`config.mk`:
```
export PLATFORM = sky130hd
export DESIGN_NAME = stl_threshold_loader
export DESIGN_NICKNAME = d
export VERILOG_FILES = /design/src/hdl/stl_pkg.sv /design/src/hdl/stl_pin_sync.sv /design/src/hdl/stl_threshold_loader.sv
export VERILOG_INCLUDE_DIRS = /design/src /design/src/hdl
export SDC_FILE = /design/constraint.sdc
export NUM_CORES = 1
export LEC_CHECK = 0
export BUFFER_PORTS_ARGS = -buffer_cell sky130_fd_sc_hd__buf_2
export CAP_MARGIN = 20
export CELL_PAD_IN_SITES_DETAIL_PLACEMENT = 2
export CELL_PAD_IN_SITES_GLOBAL_PLACEMENT = 2
export CORE_MARGIN = 5
export CORE_UTILIZATION = 38
export CTS_BUF_LIST = sky130_fd_sc_hd__clkbuf_8 sky130_fd_sc_hd__clkbuf_16
export DETAILED_ROUTE_END_ITERATION = 10
export PLACE_DENSITY = 0.75
export REMOVE_ABC_BUFFERS = 1
export SLEW_MARGIN = 20
export SYNTH_ARGS = -nofsm -noshare
export SYNTH_HDL_FRONTEND = slang
export SYNTH_SLANG_ARGS = --single-unit
```
`constraint.sdc`:
```
create_clock -name clk -period 1.68 [get_ports clk]
set_clock_uncertainty 0.15 [all_clocks]
set_input_delay 0.084 -clock clk [delete_from_list [all_inputs] [get_ports clk]]
set_output_delay 0.084 -clock clk [all_outputs]
set_load 0.005 [all_outputs]
```
`src/hdl/stl_defines.svh`:
```
// Constants of the serial threshold loader: widths, counts and reset values.
// Assumes inclusion by bare name from every design file that needs them.
`ifndef STL_DEFINES_SVH
`define STL_DEFINES_SVH

`define STL_THRESH_WIDTH   8
`define STL_COUNT_WIDTH    3
`define STL_COUNT_LAST     3'h7
`define STL_COUNT_ZERO     3'h0
`define STL_THRESH_RESET   8'h00
`define STL_SHIFT_RESET    8'h00
`define STL_PIN_COUNT      4
`define STL_PIN_SCLK       0
`define STL_PIN_SDATA      1
`define STL_PIN_MODE_P     2
`define STL_PIN_MODE_T     3

`endif

```
`src/hdl/stl_pkg.sv`:
```
// Types of the serial threshold loader.
// Assumes nothing beyond a SystemVerilog compiler.
package stl_pkg;

    // Mode pins, temperature select high bit, pressure select low bit.
    typedef enum logic [1:0] {
        STL_MODE_STANDBY  = 2'b00,
        STL_MODE_PRESSURE = 2'b01,
        STL_MODE_TEMP     = 2'b10,
        STL_MODE_READ     = 2'b11
    } stl_mode_e;

endpackage

```
`src/hdl/stl_pin_sync.sv`:
```
// Pin input conditioner: three flip-flops per pin and an agreement filter.
// Assumes pins are asynchronous to clk and held stable for several clk periods.
`include "stl_defines.svh"

module stl_pin_sync (
    // Clock and reset.
    input  wire logic                          clk,
    input  wire logic                          rst_n,
    // Raw pins and their filtered levels.
    input  wire logic [`STL_PIN_COUNT-1:0]     pinIn,
    output logic      [`STL_PIN_COUNT-1:0]     pinLevel
);

    genvar i;
    generate
        for (i = 0; i < `STL_PIN_COUNT; i = i + 1) begin : g_pin
            logic stage1Reg;
            logic stage2Reg;
            logic stage3Reg;
            logic levelReg;
            logic levelNext;

            // The level moves only once the second and third stages agree.
            assign levelNext = (stage2Reg == stage3Reg) ? stage3Reg : levelReg;

            // Synchroniser chain; the first stage feeds only the second.
            always_ff @(posedge clk or negedge rst_n) begin
                if (!rst_n) begin
                    stage1Reg <= 1'b0;
                    stage2Reg <= 1'b0;
                    stage3Reg <= 1'b0;
                    levelReg  <= 1'b0;
                end else begin
                    stage1Reg <= pinIn[i];
                    stage2Reg <= stage1Reg;
                    stage3Reg <= stage2Reg;
                    levelReg  <= levelNext;
                end
            end

            assign pinLevel[i] = levelReg;
        end
    endgenerate

endmodule // stl_pin_sync

```
`src/hdl/stl_threshold_loader.sv`:
```
// Serial loader of the 8-bit comparator threshold, with mode decode and comparator output.
// Assumes a controller drives the serial clock and data pins and both mode pins;
// the held sample arrives as an 8-bit code on the clk domain.
// The pins are slow next to clk, so each passes a three-stage filter before use;
// a pin edge therefore reaches the logic about four clk edges after it happens.
//
// Notes on behaviour
// - Threshold is eight binary-weighted bits, bit zero weight one, bit seven weight 128.
// - Serial data shifts into the shift register on each rising serial clock edge.
// - Eighth falling edge since counter clear copies the shift register into the threshold.
// - Output pin is the comparison of held sample against the threshold in output read mode, high in the other modes.
// - Threshold keeps its value in every mode while powered.
// - Pressure or temperature measure mode clears the bit counter, dropping partial bytes.
// - Reset clears counter and threshold; pulsing a mode pin high also clears the counter.
// - Temperature current source is on only in temperature measure mode.
// - Modes decode 00 standby, 01 pressure, 10 temperature, 11 output read.
`include "stl_defines.svh"

module stl_threshold_loader (
    // Clock and reset.
    input  wire logic                           clk,
    input  wire logic                           rst_n,
    // Serial pins from the controller.
    input  wire logic                           serialClk,
    input  wire logic                           serialData,
    // Mode pins.
    input  wire logic                           mode_select_pressure,
    input  wire logic                           mode_select_temperature,
    // Held sample from the measurement path.
    input  wire logic [`STL_THRESH_WIDTH-1:0]   sampleCode,
    // Threshold, comparator pin and analog enables.
    output logic      [`STL_THRESH_WIDTH-1:0]   comparator_threshold_level,
    output logic                                compareOut,
    output logic                                pressureMeasureEnable,
    output logic                                tempCurrentEnable
);

    // Filtered pin levels and the serial clock edge detector.
    logic [`STL_PIN_COUNT-1:0]   pinLevel;
    logic                        sclkPrevReg;

    // Serial shift register, threshold register and bit counter.
    logic [`STL_THRESH_WIDTH-1:0] shiftReg;
    logic [`STL_THRESH_WIDTH-1:0] shiftNext;
    logic [`STL_THRESH_WIDTH-1:0] thresholdReg;
    logic [`STL_THRESH_WIDTH-1:0] thresholdNext;
    logic [`STL_COUNT_WIDTH-1:0]  countReg;
    logic [`STL_COUNT_WIDTH-1:0]  countNext;

    // Registered pin and enable outputs.
    logic                        compareReg;
    logic                        compareNext;
    logic                        pressEnReg;
    logic                        tempEnReg;

    // Decoded mode and the strobes derived from the filtered pins.
    stl_pkg::stl_mode_e          mode;
    wire                         sclkLevel;
    wire                         dataLevel;
    wire                         sclkRise;
    wire                         sclkFall;
    wire                         counterClear;
    wire                         byteDone;
    wire                         sampleAbove;

    // Serial clock and data share one filter latency, so data set up ahead of a
    // rising serial clock edge is already settled when that edge is seen.
    // Conditions every pin through the three-stage filter.
    stl_pin_sync u_pin_sync (
        .clk      (clk),
        .rst_n    (rst_n),
        .pinIn    ({mode_select_temperature, mode_select_pressure, serialData, serialClk}),
        .pinLevel (pinLevel)
    );

    // The edge detector starts low, the idle level of the serial clock, so no
    // false edge follows reset. Both mode pins share one latency, so a change
    // of both at once passes through no intermediate mode.
    // Filtered levels, edges and mode decode.
    assign sclkLevel    = pinLevel[`STL_PIN_SCLK];
    assign dataLevel    = pinLevel[`STL_PIN_SDATA];
    assign mode         = stl_pkg::stl_mode_e'({pinLevel[`STL_PIN_MODE_T],
                                                pinLevel[`STL_PIN_MODE_P]});
    assign sclkRise     = sclkLevel & ~sclkPrevReg;
    assign sclkFall     = ~sclkLevel & sclkPrevReg;
    assign counterClear = (mode == stl_pkg::STL_MODE_PRESSURE) ||
                          (mode == stl_pkg::STL_MODE_TEMP);
    assign byteDone     = sclkFall && !counterClear && (countReg == `STL_COUNT_LAST);

    // Shift in MSB first on rising edges; the byte moves over on the eighth fall.
    assign shiftNext     = sclkRise ? {shiftReg[`STL_THRESH_WIDTH-2:0], dataLevel}
                                    : shiftReg;
    assign thresholdNext = byteDone ? shiftReg : thresholdReg;

    // A clear in a measure mode wins over a falling edge, so a corrupted stream is
    // always dropped whole; the counter wraps after a transfer so that bytes may
    // follow back to back.
    // Counter counts falls, wraps after a transfer, and is held clear in measure modes.
    assign countNext = counterClear ? `STL_COUNT_ZERO :
                       byteDone     ? `STL_COUNT_ZERO :
                       sclkFall     ? 3'(countReg + 3'h1) : countReg;

    // The comparison is strict: a sample equal to the threshold reads low, and the
    // threshold keeps its value across all modes, so only a new byte moves it.
    // Unsigned binary comparison; the pin idles high outside output read.
    assign sampleAbove = (sampleCode > thresholdReg);
    assign compareNext = (mode == stl_pkg::STL_MODE_READ) ? sampleAbove : 1'b1;

    // Reset gives the counter and threshold a known start for the controller.
    // The controller may still clear the counter with a mode pulse before loading.
    // Serial capture state.
    always_ff @(posedge clk or negedge rst_n) begin
        if (!rst_n) begin
            sclkPrevReg  <= 1'b0;
            shiftReg     <= `STL_SHIFT_RESET;
            thresholdReg <= `STL_THRESH_RESET;
            countReg     <= `STL_COUNT_ZERO;
        end else begin
            sclkPrevReg  <= sclkLevel;
            shiftReg     <= shiftNext;
            thresholdReg <= thresholdNext;
            countReg     <= countNext;
        end
    end

    // Registering them keeps the pins free of decode glitches while mode pins move.
    // Registered outputs driven from the decoded mode.
    always_ff @(posedge clk or negedge rst_n) begin
        if (!rst_n) begin
            compareReg <= 1'b1;
            pressEnReg <= 1'b0;
            tempEnReg  <= 1'b0;
        end else begin
            compareReg <= compareNext;
            pressEnReg <= (mode == stl_pkg::STL_MODE_PRESSURE);
            tempEnReg  <= (mode == stl_pkg::STL_MODE_TEMP);
        end
    end

    // Outputs straight from their flip-flops.
    assign comparator_threshold_level = thresholdReg;
    assign compareOut                 = compareReg;
    assign pressureMeasureEnable      = pressEnReg;
    assign tempCurrentEnable          = tempEnReg;

    // Checks on the loader next to the logic.
    // Each check is disabled in reset; the pins reach the logic only through the
    // filter, so all of them are written against the filtered levels.
    chk_shift_sample: assert property (@(posedge clk) disable iff (!rst_n)
        sclkRise |=> shiftReg == {$past(shiftReg[6:0]), $past(dataLevel)})
        else $error("Shift register missed a rising edge sample.");

    chk_byte_transfer: assert property (@(posedge clk) disable iff (!rst_n)
        byteDone |=> comparator_threshold_level == $past(shiftReg))
        else $error("Threshold was not loaded on the eighth falling edge.");

    chk_count_wrap: assert property (@(posedge clk) disable iff (!rst_n)
        byteDone |=> countReg == 3'h0 ##1 (countReg == 3'h0 || $past(sclkFall)))
        else $error("Bit counter did not restart after a transfer.");

    chk_count_clear: assert property (@(posedge clk) disable iff (!rst_n)
        counterClear ##1 counterClear |-> countReg == 3'h0 && $stable(thresholdReg))
        else $error("Counter not held clear in a measure mode.");

    chk_hold_value: assert property (@(posedge clk) disable iff (!rst_n)
        !byteDone |=> $stable(comparator_threshold_level))
        else $error("Threshold changed without a completed byte.");

    chk_temp_source: assert property (@(posedge clk) disable iff (!rst_n)
        ##1 tempCurrentEnable == ($past(mode) == stl_pkg::STL_MODE_TEMP))
        else $error("Temperature current source enable is wrong for the mode.");

    chk_compare_read: assert property (@(posedge clk) disable iff (!rst_n)
        mode == stl_pkg::STL_MODE_READ |=>
            compareOut == ($past(sampleCode) > $past(thresholdReg)))
        else $error("Comparator output does not follow sample versus threshold.");

    chk_msb_weight: assert property (@(posedge clk) disable iff (!rst_n)
        mode == stl_pkg::STL_MODE_READ && sampleCode[7] && !thresholdReg[7] |=> compareOut)
        else $error("Bit seven does not carry the largest weight.");

    chk_standby_high: assert property (@(posedge clk) disable iff (!rst_n)
        mode != stl_pkg::STL_MODE_READ |=> compareOut)
        else $error("Output pin not high outside output read mode.");

    chk_press_enable: assert property (@(posedge clk) disable iff (!rst_n)
        ##1 pressureMeasureEnable == ($past(mode) == stl_pkg::STL_MODE_PRESSURE))
        else $error("Pressure measure enable is wrong for the mode.");

    chk_clear_entry: assert property (@(posedge clk) disable iff (!rst_n)
        counterClear |=> countReg == 3'h0)
        else $error("Bit counter not cleared by a measure mode.");

    chk_count_step: assert property (@(posedge clk) disable iff (!rst_n)
        sclkFall && !counterClear && !byteDone |=> countReg == $past(countReg) + 3'h1)
        else $error("Bit counter missed a falling edge.");

    chk_fall_hold: assert property (@(posedge clk) disable iff (!rst_n)
        !sclkFall && !counterClear |=> $stable(countReg))
        else $error("Bit counter moved without a falling edge.");

    chk_shift_hold: assert property (@(posedge clk) disable iff (!rst_n)
        !sclkRise |=> $stable(shiftReg))
        else $error("Shift register moved without a rising edge.");

    chk_read_low: assert property (@(posedge clk) disable iff (!rst_n)
        mode == stl_pkg::STL_MODE_READ && sampleCode <= thresholdReg |=> !compareOut)
        else $error("Output pin high with the sample not above the threshold.");

    chk_lsb_weight: assert property (@(posedge clk) disable iff (!rst_n)
        mode == stl_pkg::STL_MODE_READ && thresholdReg != 8'hff &&
            sampleCode == thresholdReg + 8'h01 |=> compareOut)
        else $error("Bit zero does not carry a weight of one.");

    chk_read_enables: assert property (@(posedge clk) disable iff (!rst_n)
        mode == stl_pkg::STL_MODE_READ |=> !pressureMeasureEnable && !tempCurrentEnable)
        else $error("A measure enable is on in output read mode.");

endmodule // stl_threshold_loader

```
Word level (Yosys, flattened, before mapping)
Cells that the tools add are included.
{"block": "totals", "reg_bits": 39, "inputBits": 14, "out_inout_bits": 11, "elab_cells": 46}
{"block": "op_classes", "add_sub_neg": 1, "magnitude_cmp": 1, "eq_ne": 8, "muxes": 4, "bitwise": 4, "reduce_logical": 5}
{"op": "3-bit 2-to-1 mux", "count": 3}
{"op": "8-bit greater-than comparator", "count": 1}
{"op": "1-bit == test", "count": 4}
{"op": "2-bit == test, second input constant", "count": 2}
{"op": "3-bit by 1-bit adder with 3-bit output, second input constant", "count": 1}
{"op": "3-bit == test, second input constant", "count": 1}
{"op": "3-bit nonzero test", "count": 1}
{"op": "1-bit AND", "count": 2}
{"op": "2-bit by 1-bit == test with 1-bit output, second input constant", "count": 1}
{"op": "1-bit logical AND", "count": 2}
{"op": "1-bit inverter", "count": 2}
{"op": "1-bit logical NOT", "count": 1}
{"op": "1-bit logical OR", "count": 1}
{"op": "1-bit 2-to-1 mux", "count": 1}

Depth between registers and ports, before layout
Gate-level depths: netlist (run 1).
{"block": "depth", "depth_word": 7, "mapped_depth": 6, "depth_no_buf": 6}

By module
From an unflattened synthesis (run 1), not the netlist that was laid out.
{"block": "unflattened", "hier_cells": 113, "area_unflattened_um2": 1599.0}
{"mod": "stl_threshold_loader", "n_inst": 1, "cells_per_inst": 89, "area_per_inst_um2": 1123.6, "seq_area_each_um2": 576.8}
{"mod": "stl_pin_sync", "n_inst": 1, "cells_per_inst": 24, "area_per_inst_um2": 475.5, "seq_area_each_um2": 400.4}

Worst setup path after synthesis (run 1)
No wires, ideal clock.
{"block": "synth_timing", "kind": "register to register", "start": "register countReg[0]", "end": "register thresholdReg[0], in the netlist comparator_threshold_level[0]", "arrival_time_ns": 1.245, "path_slack_ns": 0.160, "path_stages_with_launch": 5, "synth_period_minus_slack_ns": 1.520, "path_cell_list": "dfrtp_1 -> ha_1 -> ha_1 -> nand3_2 -> mux2_2"}
{"block": "synth_between", "elab_chain_len": 2}
{"element": "start: declaration", "line": "stl_threshold_loader.sv:47", "text": "logic [`STL_COUNT_WIDTH-1:0] countReg;"}
{"element": "start signal: assignment", "line": "stl_threshold_loader.sv:117", "text": "countReg <= `STL_COUNT_ZERO;"}
{"element": "start signal: assignment", "line": "stl_threshold_loader.sv:122", "text": "countReg <= countNext;"}
{"element": "3-bit == test (no line)"}
{"element": "1-bit logical AND", "line": "stl_threshold_loader.sv:88", "text": "assign byteDone = sclkFall && !counterClear && (countReg == `STL_COUNT_LAST);"}
{"element": "end signal: assignment", "line": "stl_threshold_loader.sv:116", "text": "thresholdReg <= `STL_THRESH_RESET;"}
{"element": "end signal: assignment", "line": "stl_threshold_loader.sv:121", "text": "thresholdReg <= thresholdNext;"}
{"element": "end: declaration", "line": "stl_threshold_loader.sv:45", "text": "logic [`STL_THRESH_WIDTH-1:0] thresholdReg;"}
No other way between the ends.
A chain may end at the register's enable or synchronous reset.

Worst setup path in the final report (run 1)
{"block": "layout_timing", "start": "register countReg[0]", "end": "register thresholdReg[2], in the netlist comparator_threshold_level[2]"}
The elaborated chain is that of the path after synthesis.

==> flow_summary_export.csv, run 1 <==
group,metric,value,unit
cts,cts_tree,"yes",
synth,synth_warnings,0,
pwr,power,2.21,mW
final_layout,diodes,0,
critical_path,cp_data_required_time,1.70,ns
route,wl_met1,1.32,mm
critical_path,cp.arrival,1.64,ns
route,drtIter0Drc,25,
sta,slew_headroom,77.5,%
route,highest-signal-layer,"met4",
synth,ys_ff_latch,39,
pwr,p_clk_share,34.8,%
floorplan,dieArea,0.00549,mm²
final_layout,multi_input_area,556,µm²
cts,path_clk_slew,0.07,ns
critical_path,r2r_slack,0.06,ns
pwr,sequentialPowerShare,53.0,%
sta,period_share,96.4,%
critical_path,crit_slowest_cell,"dfrtp_1",
cts,cts_setup_buffers,0,
final_layout,final_cells,198,
route,wl_per_cell,18.0,µm
sta,fin_crit,1.62,ns
final_layout,fillers,400,
sta,slew_viol_final,0,
placed_design,io_buffers,24,
sta,hold_viol,0,
route,wl_met2,2.00,mm
global_route,antenna_found_initial,0,
critical_path,critPathKind,"reg -> reg",
pwr,p_leak,0.942,nW
final_layout,final_cell_mix,"dfrtp_1, buf_2, mux2_2",
final_layout,layout_commonest_cell,"dfrtp_1",
cts,root_buffer,"clkbuf_8",
final_layout,syn2layout_area_growth,25.0,%
sta,worst_pin_slew,0.337,ns
route,vias_per_cell,4.85,
global_route,grt_max_degree,40,
route,wl_met3,146,µm
final_layout,final_layout_size_suffix_gt1_share,37.8,%
critical_path,critPathMaxFanout,8,
sta,rsz0062_at_grt,"false",
cts,clockBufferDepth,2,
route,drc_errors,0,
pwr,power_switching,0.550,mW
floorplan,chipWidth,74.1,µm
floorplan,core_area,0.00400,mm²
pwr,powerDensity,1130,mW/mm²
pwr,cellInternalPower,1.66,mW
outcome,status,"complete, no violations",
floorplan,die_h,74.1,µm
critical_path,startpoint_type,"register",
pwr,switching_share,24.9,%
global_route,grt_pass1_wl,5.97,mm
global_route,track_usage,15.2,%
final_layout,final_nets,174,
flow_run,max_cap_violations,0,
placed_design,dpl.hpwl,2.57,mm
cts,clk_latency,0.29,ns
cts,htreeDepth,2,
critical_path,cpPeakStageDelay,0.43,ns
sta,fmax,618,MHz
synth,yosysSeqAreaShare,62.6,%
placed_design,placedCellCount,185,
floorplan,ioPinCount,25,
global_route,grt_pass1_vias,1202,
pwr,p_comb_share,12.2,%
global_route,grt-ovfl-total,0,
critical_path,end_kind,"register",
pwr,vdd_drop_max,571,µV
synth,netlist_area,0.00156,mm²
floorplan,start_util,39.0,%
hold_path,hold_class,"in -> reg",
critical_path,worstPathCellList,"ha_1 -> ha_2 -> nand3_4 -> mux2_2",
sta,setup_viol,0,
placed_design,gp_congestion,0.736,
floorplan,num_rows,23,
route,vias,961,
route,first_pass_iters,4,
synth,syn_area_per_cell,14.3,µm²
final_layout,seqCellArea,977,µm²
cts,numClockSinks,39,
cts,numCtsBuffers,5,
sta,setup_tns,0,ns
synth,synthCells,109,
route,ant_nets,0,
final_layout,final_util,48.8,%
synth,synth_cell_types,23,
route,routed_wl,3.56,mm
[per-layer routing]
metal / up-vias / GRT usage (%)
li1: 444 / -
met1: 487 / 15.8
met2: 20 / 28.2
met3: 10 / 3.92
met4: 0 / 7.24
met5: - / 0
[stage by stage]
step,setup slack [ns],hold slack [ns],area (µm²)
2_1_floorplan,0.160,-0.362,1560
5_1_grt,0.0289,0.149,1950
4_1_cts,-0.0124,0.106,1950
3_5_place_dp,0.0412,-0.0817,1770
6_report,0.0612,0.101,1950
3_3_place_gp,0.121,-0.0911,1770
[final timing paths]
path | start | end | cells after the start
max in group asynchronous | rst_n | compareOut$_DFF_PN1_ | 3
hold / removal | sampleCode[7] | compareOut$_DFF_PN1_ | 4
setup / recovery | countReg[0]$_DFFE_PN0P_ | comparator_threshold_level[2]$_DFFE_PN0P_ | 4
hold reg to reg | u_pin_sync.g_pin[2].stage1Reg$_DFF_PN0_ | u_pin_sync.g_pin[2].stage2Reg$_DFF_PN0_ | 0
min in group asynchronous | rst_n | sclkPrevReg$_DFF_PN0_ | 3
setup reg to reg | countReg[0]$_DFFE_PN0P_ | comparator_threshold_level[2]$_DFFE_PN0P_ | 4
[synth_stat cells]
library cell | count | area (µm²)
inv_1 | 10 | 37.5
nor2b_2 | 1 | 8.76
a21o_1 | 1 | 7.51
a31oi_1 | 1 | 6.26
dfstp_2 | 1 | 26.3
nand3_1 | 1 | 5.00
o21bai_1 | 1 | 7.51
dfrtp_1 | 38 | 951
a21oi_1 | 3 | 15.0
nand3b_1 | 1 | 7.51
ha_1 | 13 | 163
nand2b_1 | 1 | 6.26
nor2b_1 | 4 | 25.0
buf_2 | 1 | 5.00
mux2_2 | 16 | 180
maj3_1 | 4 | 40.0
nand3_2 | 1 | 10.0
nand2_1 | 4 | 15.0
and2b_1 | 1 | 7.51
nand4_1 | 1 | 6.26
o21ai_0 | 1 | 5.00
nor3_1 | 2 | 10.0
a21boi_0 | 2 | 15.0
[logic make-up after synthesis]
group | count (synthesis) | share of synthesized area [%]
flops | 39 | 62.6
compound gates | 9 | 3.61
buf+inv | 11 | 2.73
fa+ha+maj | 17 | 13.0
simple gates | 17 | 6.50
mux | 16 | 11.5
[repair_timing]
item	in CTS	in global routing
gates cloned	0	0
endpoints found under the hold margin	43	0
setup endpoints to repair	4	8
hold buffers	5	0
gates resized for setup	2	1
[critical path, delay by kind of cell, from the launching register on]
kind | cells | cell delay [ns]
flops | 1 | 0.43
simple gates | 1 | 0.12
fa+ha+maj | 2 | 0.43
mux | 1 | 0.37
[registers in the layout (all words and copies together), names as in the netlist]
| register | count |
|---|---|
| u_pin_sync.g_pin.levelReg | 4 |
| u_pin_sync.g_pin.stage3Reg | 4 |
| tempCurrentEnable | 1 |
| pressureMeasureEnable | 1 |
| sclkPrevReg | 1 |
| u_pin_sync.g_pin.stage2Reg | 4 |
| u_pin_sync.g_pin.stage1Reg | 4 |
| countReg | 3 |
| shiftReg | 8 |
| comparator_threshold_level | 8 |
| compareOut | 1 |
[layout make-up]
class | count | area share, %
clock buffers | 5 | 3.53
clock inverters | 3 | 2.25
inverters | 10 | 1.92
multi-input cells | 59 | 28.5
flip-flops and latches | 39 | 50.1
well taps | 50 | 3.21
repair buffers | 32 | 10.5
[power by group through the flow]
stage	Clock, mW	Combinational (mW)	Sequential (mW)
after floorplan	0	0.155	1.14
after global placement	0	0.225	1.17
after detailed placement	0	0.263	1.19
after CTS	0.793	0.281	1.18
after global routing	0.844	0.301	1.19
final	0.769	0.270	1.17
(Power assumes the default switching activity.)
==> run 2: changes to the inputs <==
- SYNTH_HIERARCHICAL: not set -> 1
==> run 2 against run 1 <==
  * Global-route usage decreased by 1.4 points
  * Cell area is 1.2% lower
  * Non-clock buffer count grew 1
  * Highest routed layer unchanged
  * Combinational power hardly changed
  * Via count is 0.62% lower
==> flow_summary_export.csv, run 2 <==
group,metric,value,unit
sta,setup_viol,0,
cts,path_clk_slew,0.08,ns
global_route,grt_pass1_vias,1140,
route,ant_nets,0,
synth,netlist_area,0.00160,mm²
route,drc_errors,0,
cts,clk_latency,0.29,ns
route,wl_per_cell,16.2,µm
pwr,powerDensity,1050,mW/mm²
cts,numClockSinks,39,
critical_path,end_kind,"register",
hold_path,min_from,"sampleCode[7]",
critical_path,startpoint_type,"register",
sta,setup_tns,0,ns
global_route,track_usage,13.8,%
final_layout,seqCellArea,977,µm²
pwr,cellInternalPower,1.50,mW
critical_path,crit_path_start,"countReg[0]$_DFFE_PN0P_",
synth,yosysSeqAreaShare,61.1,%
final_layout,multi_input_area,557,µm²
route,first_pass_iters,2,
sta,worst_pin_slew,0.414,ns
floorplan,dieArea,0.00561,mm²
floorplan,start_util,39.7,%
final_layout,diodes,0,
sta,hold_viol,0,
global_route,grt_max_degree,23,
synth,yosys.cell_count.top_type,"dfrtp_1",
route,routed_wl,3.23,mm
flow_run,max_cap_violations,0,
synth,synthCells,113,
sta,fmax,618,MHz
placed_design,io_buffers,24,
critical_path,cp.arrival,1.63,ns
floorplan,chipWidth,74.9,µm
pwr,power,2.02,mW
floorplan,core_area,0.00403,mm²
global_route,grt-ovfl-total,0,
placed_design,placedCellCount,186,
cts,root_buffer,"clkbuf_8",
floorplan,ioPinCount,25,
cts,clockBufferDepth,2,
critical_path,critPathMaxFanout,8,
placed_design,dpl.hpwl,2.66,mm
floorplan,num_rows,23,
hold_path,hold_class,"in -> reg",
synth,syn_area_per_cell,14.2,µm²
final_layout,syn2layout_area_growth,20.6,%
sta,slew_headroom,72.4,%
pwr,p_clk_share,28.6,%
synth,synth_area_leaders,"dfrtp_1, mux2_2, ha_1",
synth,yosys-top-cells-count,"dfrtp_1, mux2_2, ha_1",
pwr,vdd_drop_max,634,µV
synth,yosys.area.top_type_share,59.5,%
sta,slew_viol_final,0,
route,vias,955,
placed_design,gp_congestion,0.802,
synth,synthFlopType,"dfrtp_1",
pwr,switching_share,25.5,%
synth,synth_warnings,6,
synth,yosys.area.top_type,"dfrtp_1",
synth,ys_ff_latch,39,
final_layout,final_layout_size_suffix_gt1_share,38.3,%
synth,synth_edf_count,0,
final_layout,layout_commonest_cell,"dfrtp_1",
synth,async_flop_share,100,%
sta,fin_crit,1.62,ns
cts,numCtsBuffers,5,
critical_path,cp_data_required_time,1.69,ns
placed_design,placed_area,0.00179,mm²
critical_path,critPathKind,"reg -> reg",
final_layout,final_cell_mix,"dfrtp_1, buf_2, mux2_2",
cts,cts_tree,"yes",
global_route,grt_pass1_wl,5.50,mm
sta,fin_hold_ws,0.0720,ns
final_layout,fillers,403,
synth,synth_cell_types,23,
cts,htreeDepth,2,
sta,period_share,96.3,%
final_layout,final_cell_area,0.00193,mm²
global_route,antenna_found_initial,0,
pwr,p_comb_share,13.4,%
critical_path,timing.rr.start,"countReg[0]$_DFFE_PN0P_",
final_layout,final_nets,175,
route,drtIter0Drc,26,
route,vias_per_cell,4.80,
pwr,p_leak,0.944,nW
outcome,status,"complete, no violations",
final_layout,final_cells,199,
sta,rsz0062_at_grt,"false",
pwr,sequentialPowerShare,58.0,%
pwr,power_switching,0.516,mW
floorplan,die_h,74.9,µm
## run 2: cell types whose count changed after synthesis, sizes merged
cell,delta
nor2b,+1
and2b,-1
buf,+4
## run 2: final timing paths
check	endpoint	slack (ns)	cells after the start
max in group asynchronous	compareOut$_DFF_PN1_	0.73	3
min in group asynchronous	shiftReg[1]$_DFFE_PN0P_	0.11	2
min reg2reg	u_pin_sync/g_pin[2].stage2Reg$_DFF_PN0_	0.20	0
max	comparator_threshold_level[3]$_DFFE_PN0P_	0.06	4
max reg2reg	comparator_threshold_level[3]$_DFFE_PN0P_	0.06	4
min	compareOut$_DFF_PN1_	0.07	4
## run 2: power by group through the flow
| stage | Combinational (mW) | Clock, mW | Sequential [mW] |
|---|---|---|---|
| after floorplan | 0.159 | 0 | 1.15 |
| after global placement | 0.232 | 0 | 1.17 |
| after detailed placement | 0.269 | 0 | 1.20 |
| after CTS | 0.279 | 0.607 | 1.18 |
| after global routing | 0.306 | 0.650 | 1.20 |
| final | 0.271 | 0.579 | 1.17 |
## run 2: layout make-up
type                       count  share of cell area, %
sequential                    39                   50.7
multi-input combinational     59                   28.9
timing repair buffer          33                   11.0
clock buffer                   5                   3.57
tap                           50                   3.24
inverter                      10                   1.95
clock inverter                 3                  0.649
## run 2: repair_timing
item / CTS / global route
buffers inserted: 0 / 0
endpoints found under the hold margin: 42 / 0
resized for setup: 0 / 1
hold buffers: 5 / 0
endpoints found under the setup margin: 0 / 7
## run 2: metal layers
| layer | wire length [µm] | vias to the layer above | track usage, % |
|---|---|---|---|
| li1 | - | 444 | - |
| met1 | 1250 | 482 | 15.2 |
| met2 | 1730 | 23 | 24.6 |
| met3 | 189 | 6 | 4.81 |
| met4 | 58 | 0 | 4.94 |
| met5 | 0 | - | 0 |
## run 2: critical path, stage by stage, from the launching register on
cell and delay (ns):
dfrtp_1 0.41, ha_1 0.21, ha_1 0.23, nand3_4 0.13, mux2_2 0.36
## run 2: metrics by stage
step / utilization, % / setup slack (ns)
after detailed placement: 44.4 / 0.0307
after floorplan: - / 0.160
final: 47.9 / 0.0613
after global placement: 44.4 / 0.125
after CTS: 47.7 / 0.0200
after global routing: 47.9 / 0.0140
## run 2: cell families after synthesis
kind of cell	share of synthesized area [%]
flops	61.1
fa+ha+maj	13.0
simple gates	6.57
mux	11.3
buf+inv	4.54
compound gates	3.52
==> run 3: changes to the inputs <==
--- a/config.mk
+++ b/config.mk
@@ -16,3 +16,3 @@
 export DETAILED_ROUTE_END_ITERATION = 10
-export PLACE_DENSITY = 0.75
+export PLACE_DENSITY_LB_ADDON = 0.1
 export REMOVE_ABC_BUFFERS = 1
==> constraint.sdc (replaced) <==
create_clock -name clk -period 1.68 [get_ports clk]
set_clock_uncertainty 0.15 [all_clocks]
set_input_delay 0.252 -clock clk [delete_from_list [all_inputs] [get_ports clk]]
set_output_delay 0.252 -clock clk [all_outputs]
set_load 0.005 [all_outputs]
==> run 3 against run 2 <==
  * Core utilization is 1.1 points higher
  * Global-route usage is 0.39 points lower
  * Sequential share of layout area is 1.1 points lower
  * Non-clock buffer count stayed put
  * Via count is 0.63% lower
  * Worst hold slack better by 0.13 ns
  * First-iteration DRC count is 77% lower
  * Wire length is 0.62% higher
==> flow_summary_export.csv, run 3 (synthesis gave the netlist of run 2 again) <==
group,metric,value,unit
outcome,status,"complete, no violations",
final_layout,syn2layout_area_growth,23.3,%
pwr,vdd_drop_max,611,µV
cts,htreeDepth,2,
critical_path,endpoint,"comparator_threshold_level[2]$_DFFE_PN0P_",
critical_path,timing.rr.end,"comparator_threshold_level[2]$_DFFE_PN0P_",
sta,setup_tns,0,ns
global_route,grt_max_degree,40,
floorplan,dieArea,0.00561,mm²
floorplan,ioPinCount,25,
cts,numClockSinks,39,
critical_path,cp.arrival,1.65,ns
route,drtIter0Drc,6,
cts,path_clk_slew,0.07,ns
final_layout,final_cell_area,0.00197,mm²
route,first_pass_iters,3,
sta,slew_headroom,68.2,%
final_layout,fillers,391,
placed_design,dpl.hpwl,2.41,mm
placed_design,placed_area,0.00177,mm²
pwr,p_clk_share,39.0,%
sta,fmax,615,MHz
final_layout,final_cells,199,
final_layout,final_nets,175,
final_layout,diodes,0,
pwr,power_switching,0.513,mW
sta,worst_pin_slew,0.477,ns
flow_run,max_cap_violations,0,
pwr,powerDensity,1180,mW/mm²
global_route,antenna_found_initial,0,
critical_path,crit_path_start,"countReg[0]$_DFFE_PN0P_",
cts,numCtsBuffers,5,
global_route,grt_pass1_vias,1091,
cts,clk_latency,0.29,ns
critical_path,end_kind,"register",
floorplan,die_h,74.9,µm
pwr,cellInternalPower,1.81,mW
placed_design,io_buffers,24,
sta,rsz0062_at_grt,"false",
cts,cts_tree,"yes",
floorplan,core_area,0.00403,mm²
final_layout,layout_commonest_cell,"dfrtp_1",
critical_path,cp_data_required_time,1.70,ns
global_route,track_usage,13.4,%
sta,setup_viol,0,
critical_path,reg2regPathDepth,4,
sta,slew_viol_final,0,
route,vias_per_cell,4.77,
pwr,p_leak,0.957,nW
critical_path,timing.rr.start,"countReg[0]$_DFFE_PN0P_",
critical_path,critPathMaxFanout,8,
critical_path,r2r_slack,0.05,ns
cts,root_buffer,"clkbuf_8",
cts,clockBufferDepth,2,
floorplan,chipWidth,74.9,µm
hold_path,hold_class,"reg -> reg",
sta,fin_crit,1.63,ns
pwr,switching_share,22.1,%
sta,hold_viol,0,
final_layout,final_util,48.9,%
placed_design,gp_congestion,0.742,
pwr,p_comb_share,11.1,%
final_layout,final_layout_size_suffix_gt1_share,40.3,%
global_route,grt-ovfl-total,0,
final_layout,final_cell_mix,"dfrtp_1, buf_2, mux2_2",
sta,period_share,96.9,%
global_route,grt_pass1_wl,5.42,mm
route,vias,949,
floorplan,start_util,39.7,%
critical_path,startpoint_type,"register",
route,routed_wl,3.25,mm
critical_path,critPathKind,"reg -> reg",
route,drc_errors,0,
route,ant_nets,0,
route,wl_per_cell,16.3,µm
pwr,sequentialPowerShare,50.0,%
placed_design,placedCellCount,185,
pwr,power,2.32,mW
floorplan,num_rows,23,
==> run 3: per-layer routing <==
metal	share of wire [%]	vias to the layer above	track usage, %	wire [µm]
li1	-	442	-	-
met1	39	479	14.5	1270
met2	54	21	25.0	1770
met3	5.2	7	3.20	168
met4	1.3	0	5.34	43
met5	0	-	0	0
==> run 3: metrics by stage <==
step / setup slack (ns) / hold WS [ns]
6_report: 0.0529 / 0.204
3_5_place_dp: -0.00894 / 0.182
2_1_floorplan: 0.160 / -0.194
4_1_cts: 0.00991 / 0.208
3_3_place_gp: 0.0980 / 0.170
5_1_grt: 0.000907 / 0.221
==> run 3: what timing repair did <==
item | CTS | global route
buffers inserted | 0 | 1
setup endpoints to repair | 8 | 9
pin swaps | 0 | 1
hold buffers | 5 | 0
resized for setup | 1 | 2
endpoints found under the hold margin | 42 | 0
==> run 3: final cells by class <==
cell class,count,area [µm²],share of cell area (%)
Clock buffer,5,68.8,3.49
Multi-Input combinational cell,59,562,28.5
Clock inverter,3,63.8,3.24
Tap cell,50,62.6,3.17
Inverter,10,37.5,1.90
Timing Repair Buffer,33,200,10.2
Sequential cell,39,977,49.6
==> run 3: how the worst min path moves through the flow <==
| stage | start | end | slack (ns) | cells past startpoint |
|---|---|---|---|---|
| 2_1_floorplan | rst_n | comparator_threshold_level[0]$_DFFE_PN0P_ | -0.19 | 0 |
| 5_1_grt | u_pin_sync/g_pin[3].stage1Reg$_DFF_PN0_ | u_pin_sync/g_pin[3].stage2Reg$_DFF_PN0_ | 0.22 | 0 |
| 3_5_place_dp | rst_n | u_pin_sync/g_pin[2].stage2Reg$_DFF_PN0_ | 0.18 | 2 |
| 4_1_cts | u_pin_sync/g_pin[3].stage1Reg$_DFF_PN0_ | u_pin_sync/g_pin[3].stage2Reg$_DFF_PN0_ | 0.21 | 0 |
| 3_3_place_gp | rst_n | u_pin_sync/g_pin[2].stage3Reg$_DFF_PN0_ | 0.17 | 2 |
| 6_report | u_pin_sync/g_pin[3].stage1Reg$_DFF_PN0_ | u_pin_sync/g_pin[3].stage2Reg$_DFF_PN0_ | 0.20 | 0 |
==> run 3: critical path: stages (launching register included) <==
cell,delay (ns)
dfrtp_1,0.42
ha_1,0.24
ha_2,0.21
nand3_4,0.14
mux2_2,0.36
==> run 3: power groups by stage <==
| stage | combinational [mW] | sequential [mW] | clock, mW |
|---|---|---|---|
| after global routing | 0.289 | 1.18 | 0.975 |
| after CTS | 0.261 | 1.17 | 0.933 |
| after global placement | 0.227 | 1.17 | 0 |
| after detailed placement | 0.245 | 1.18 | 0 |
| final | 0.257 | 1.16 | 0.905 |
| after floorplan | 0.159 | 1.15 | 0 |
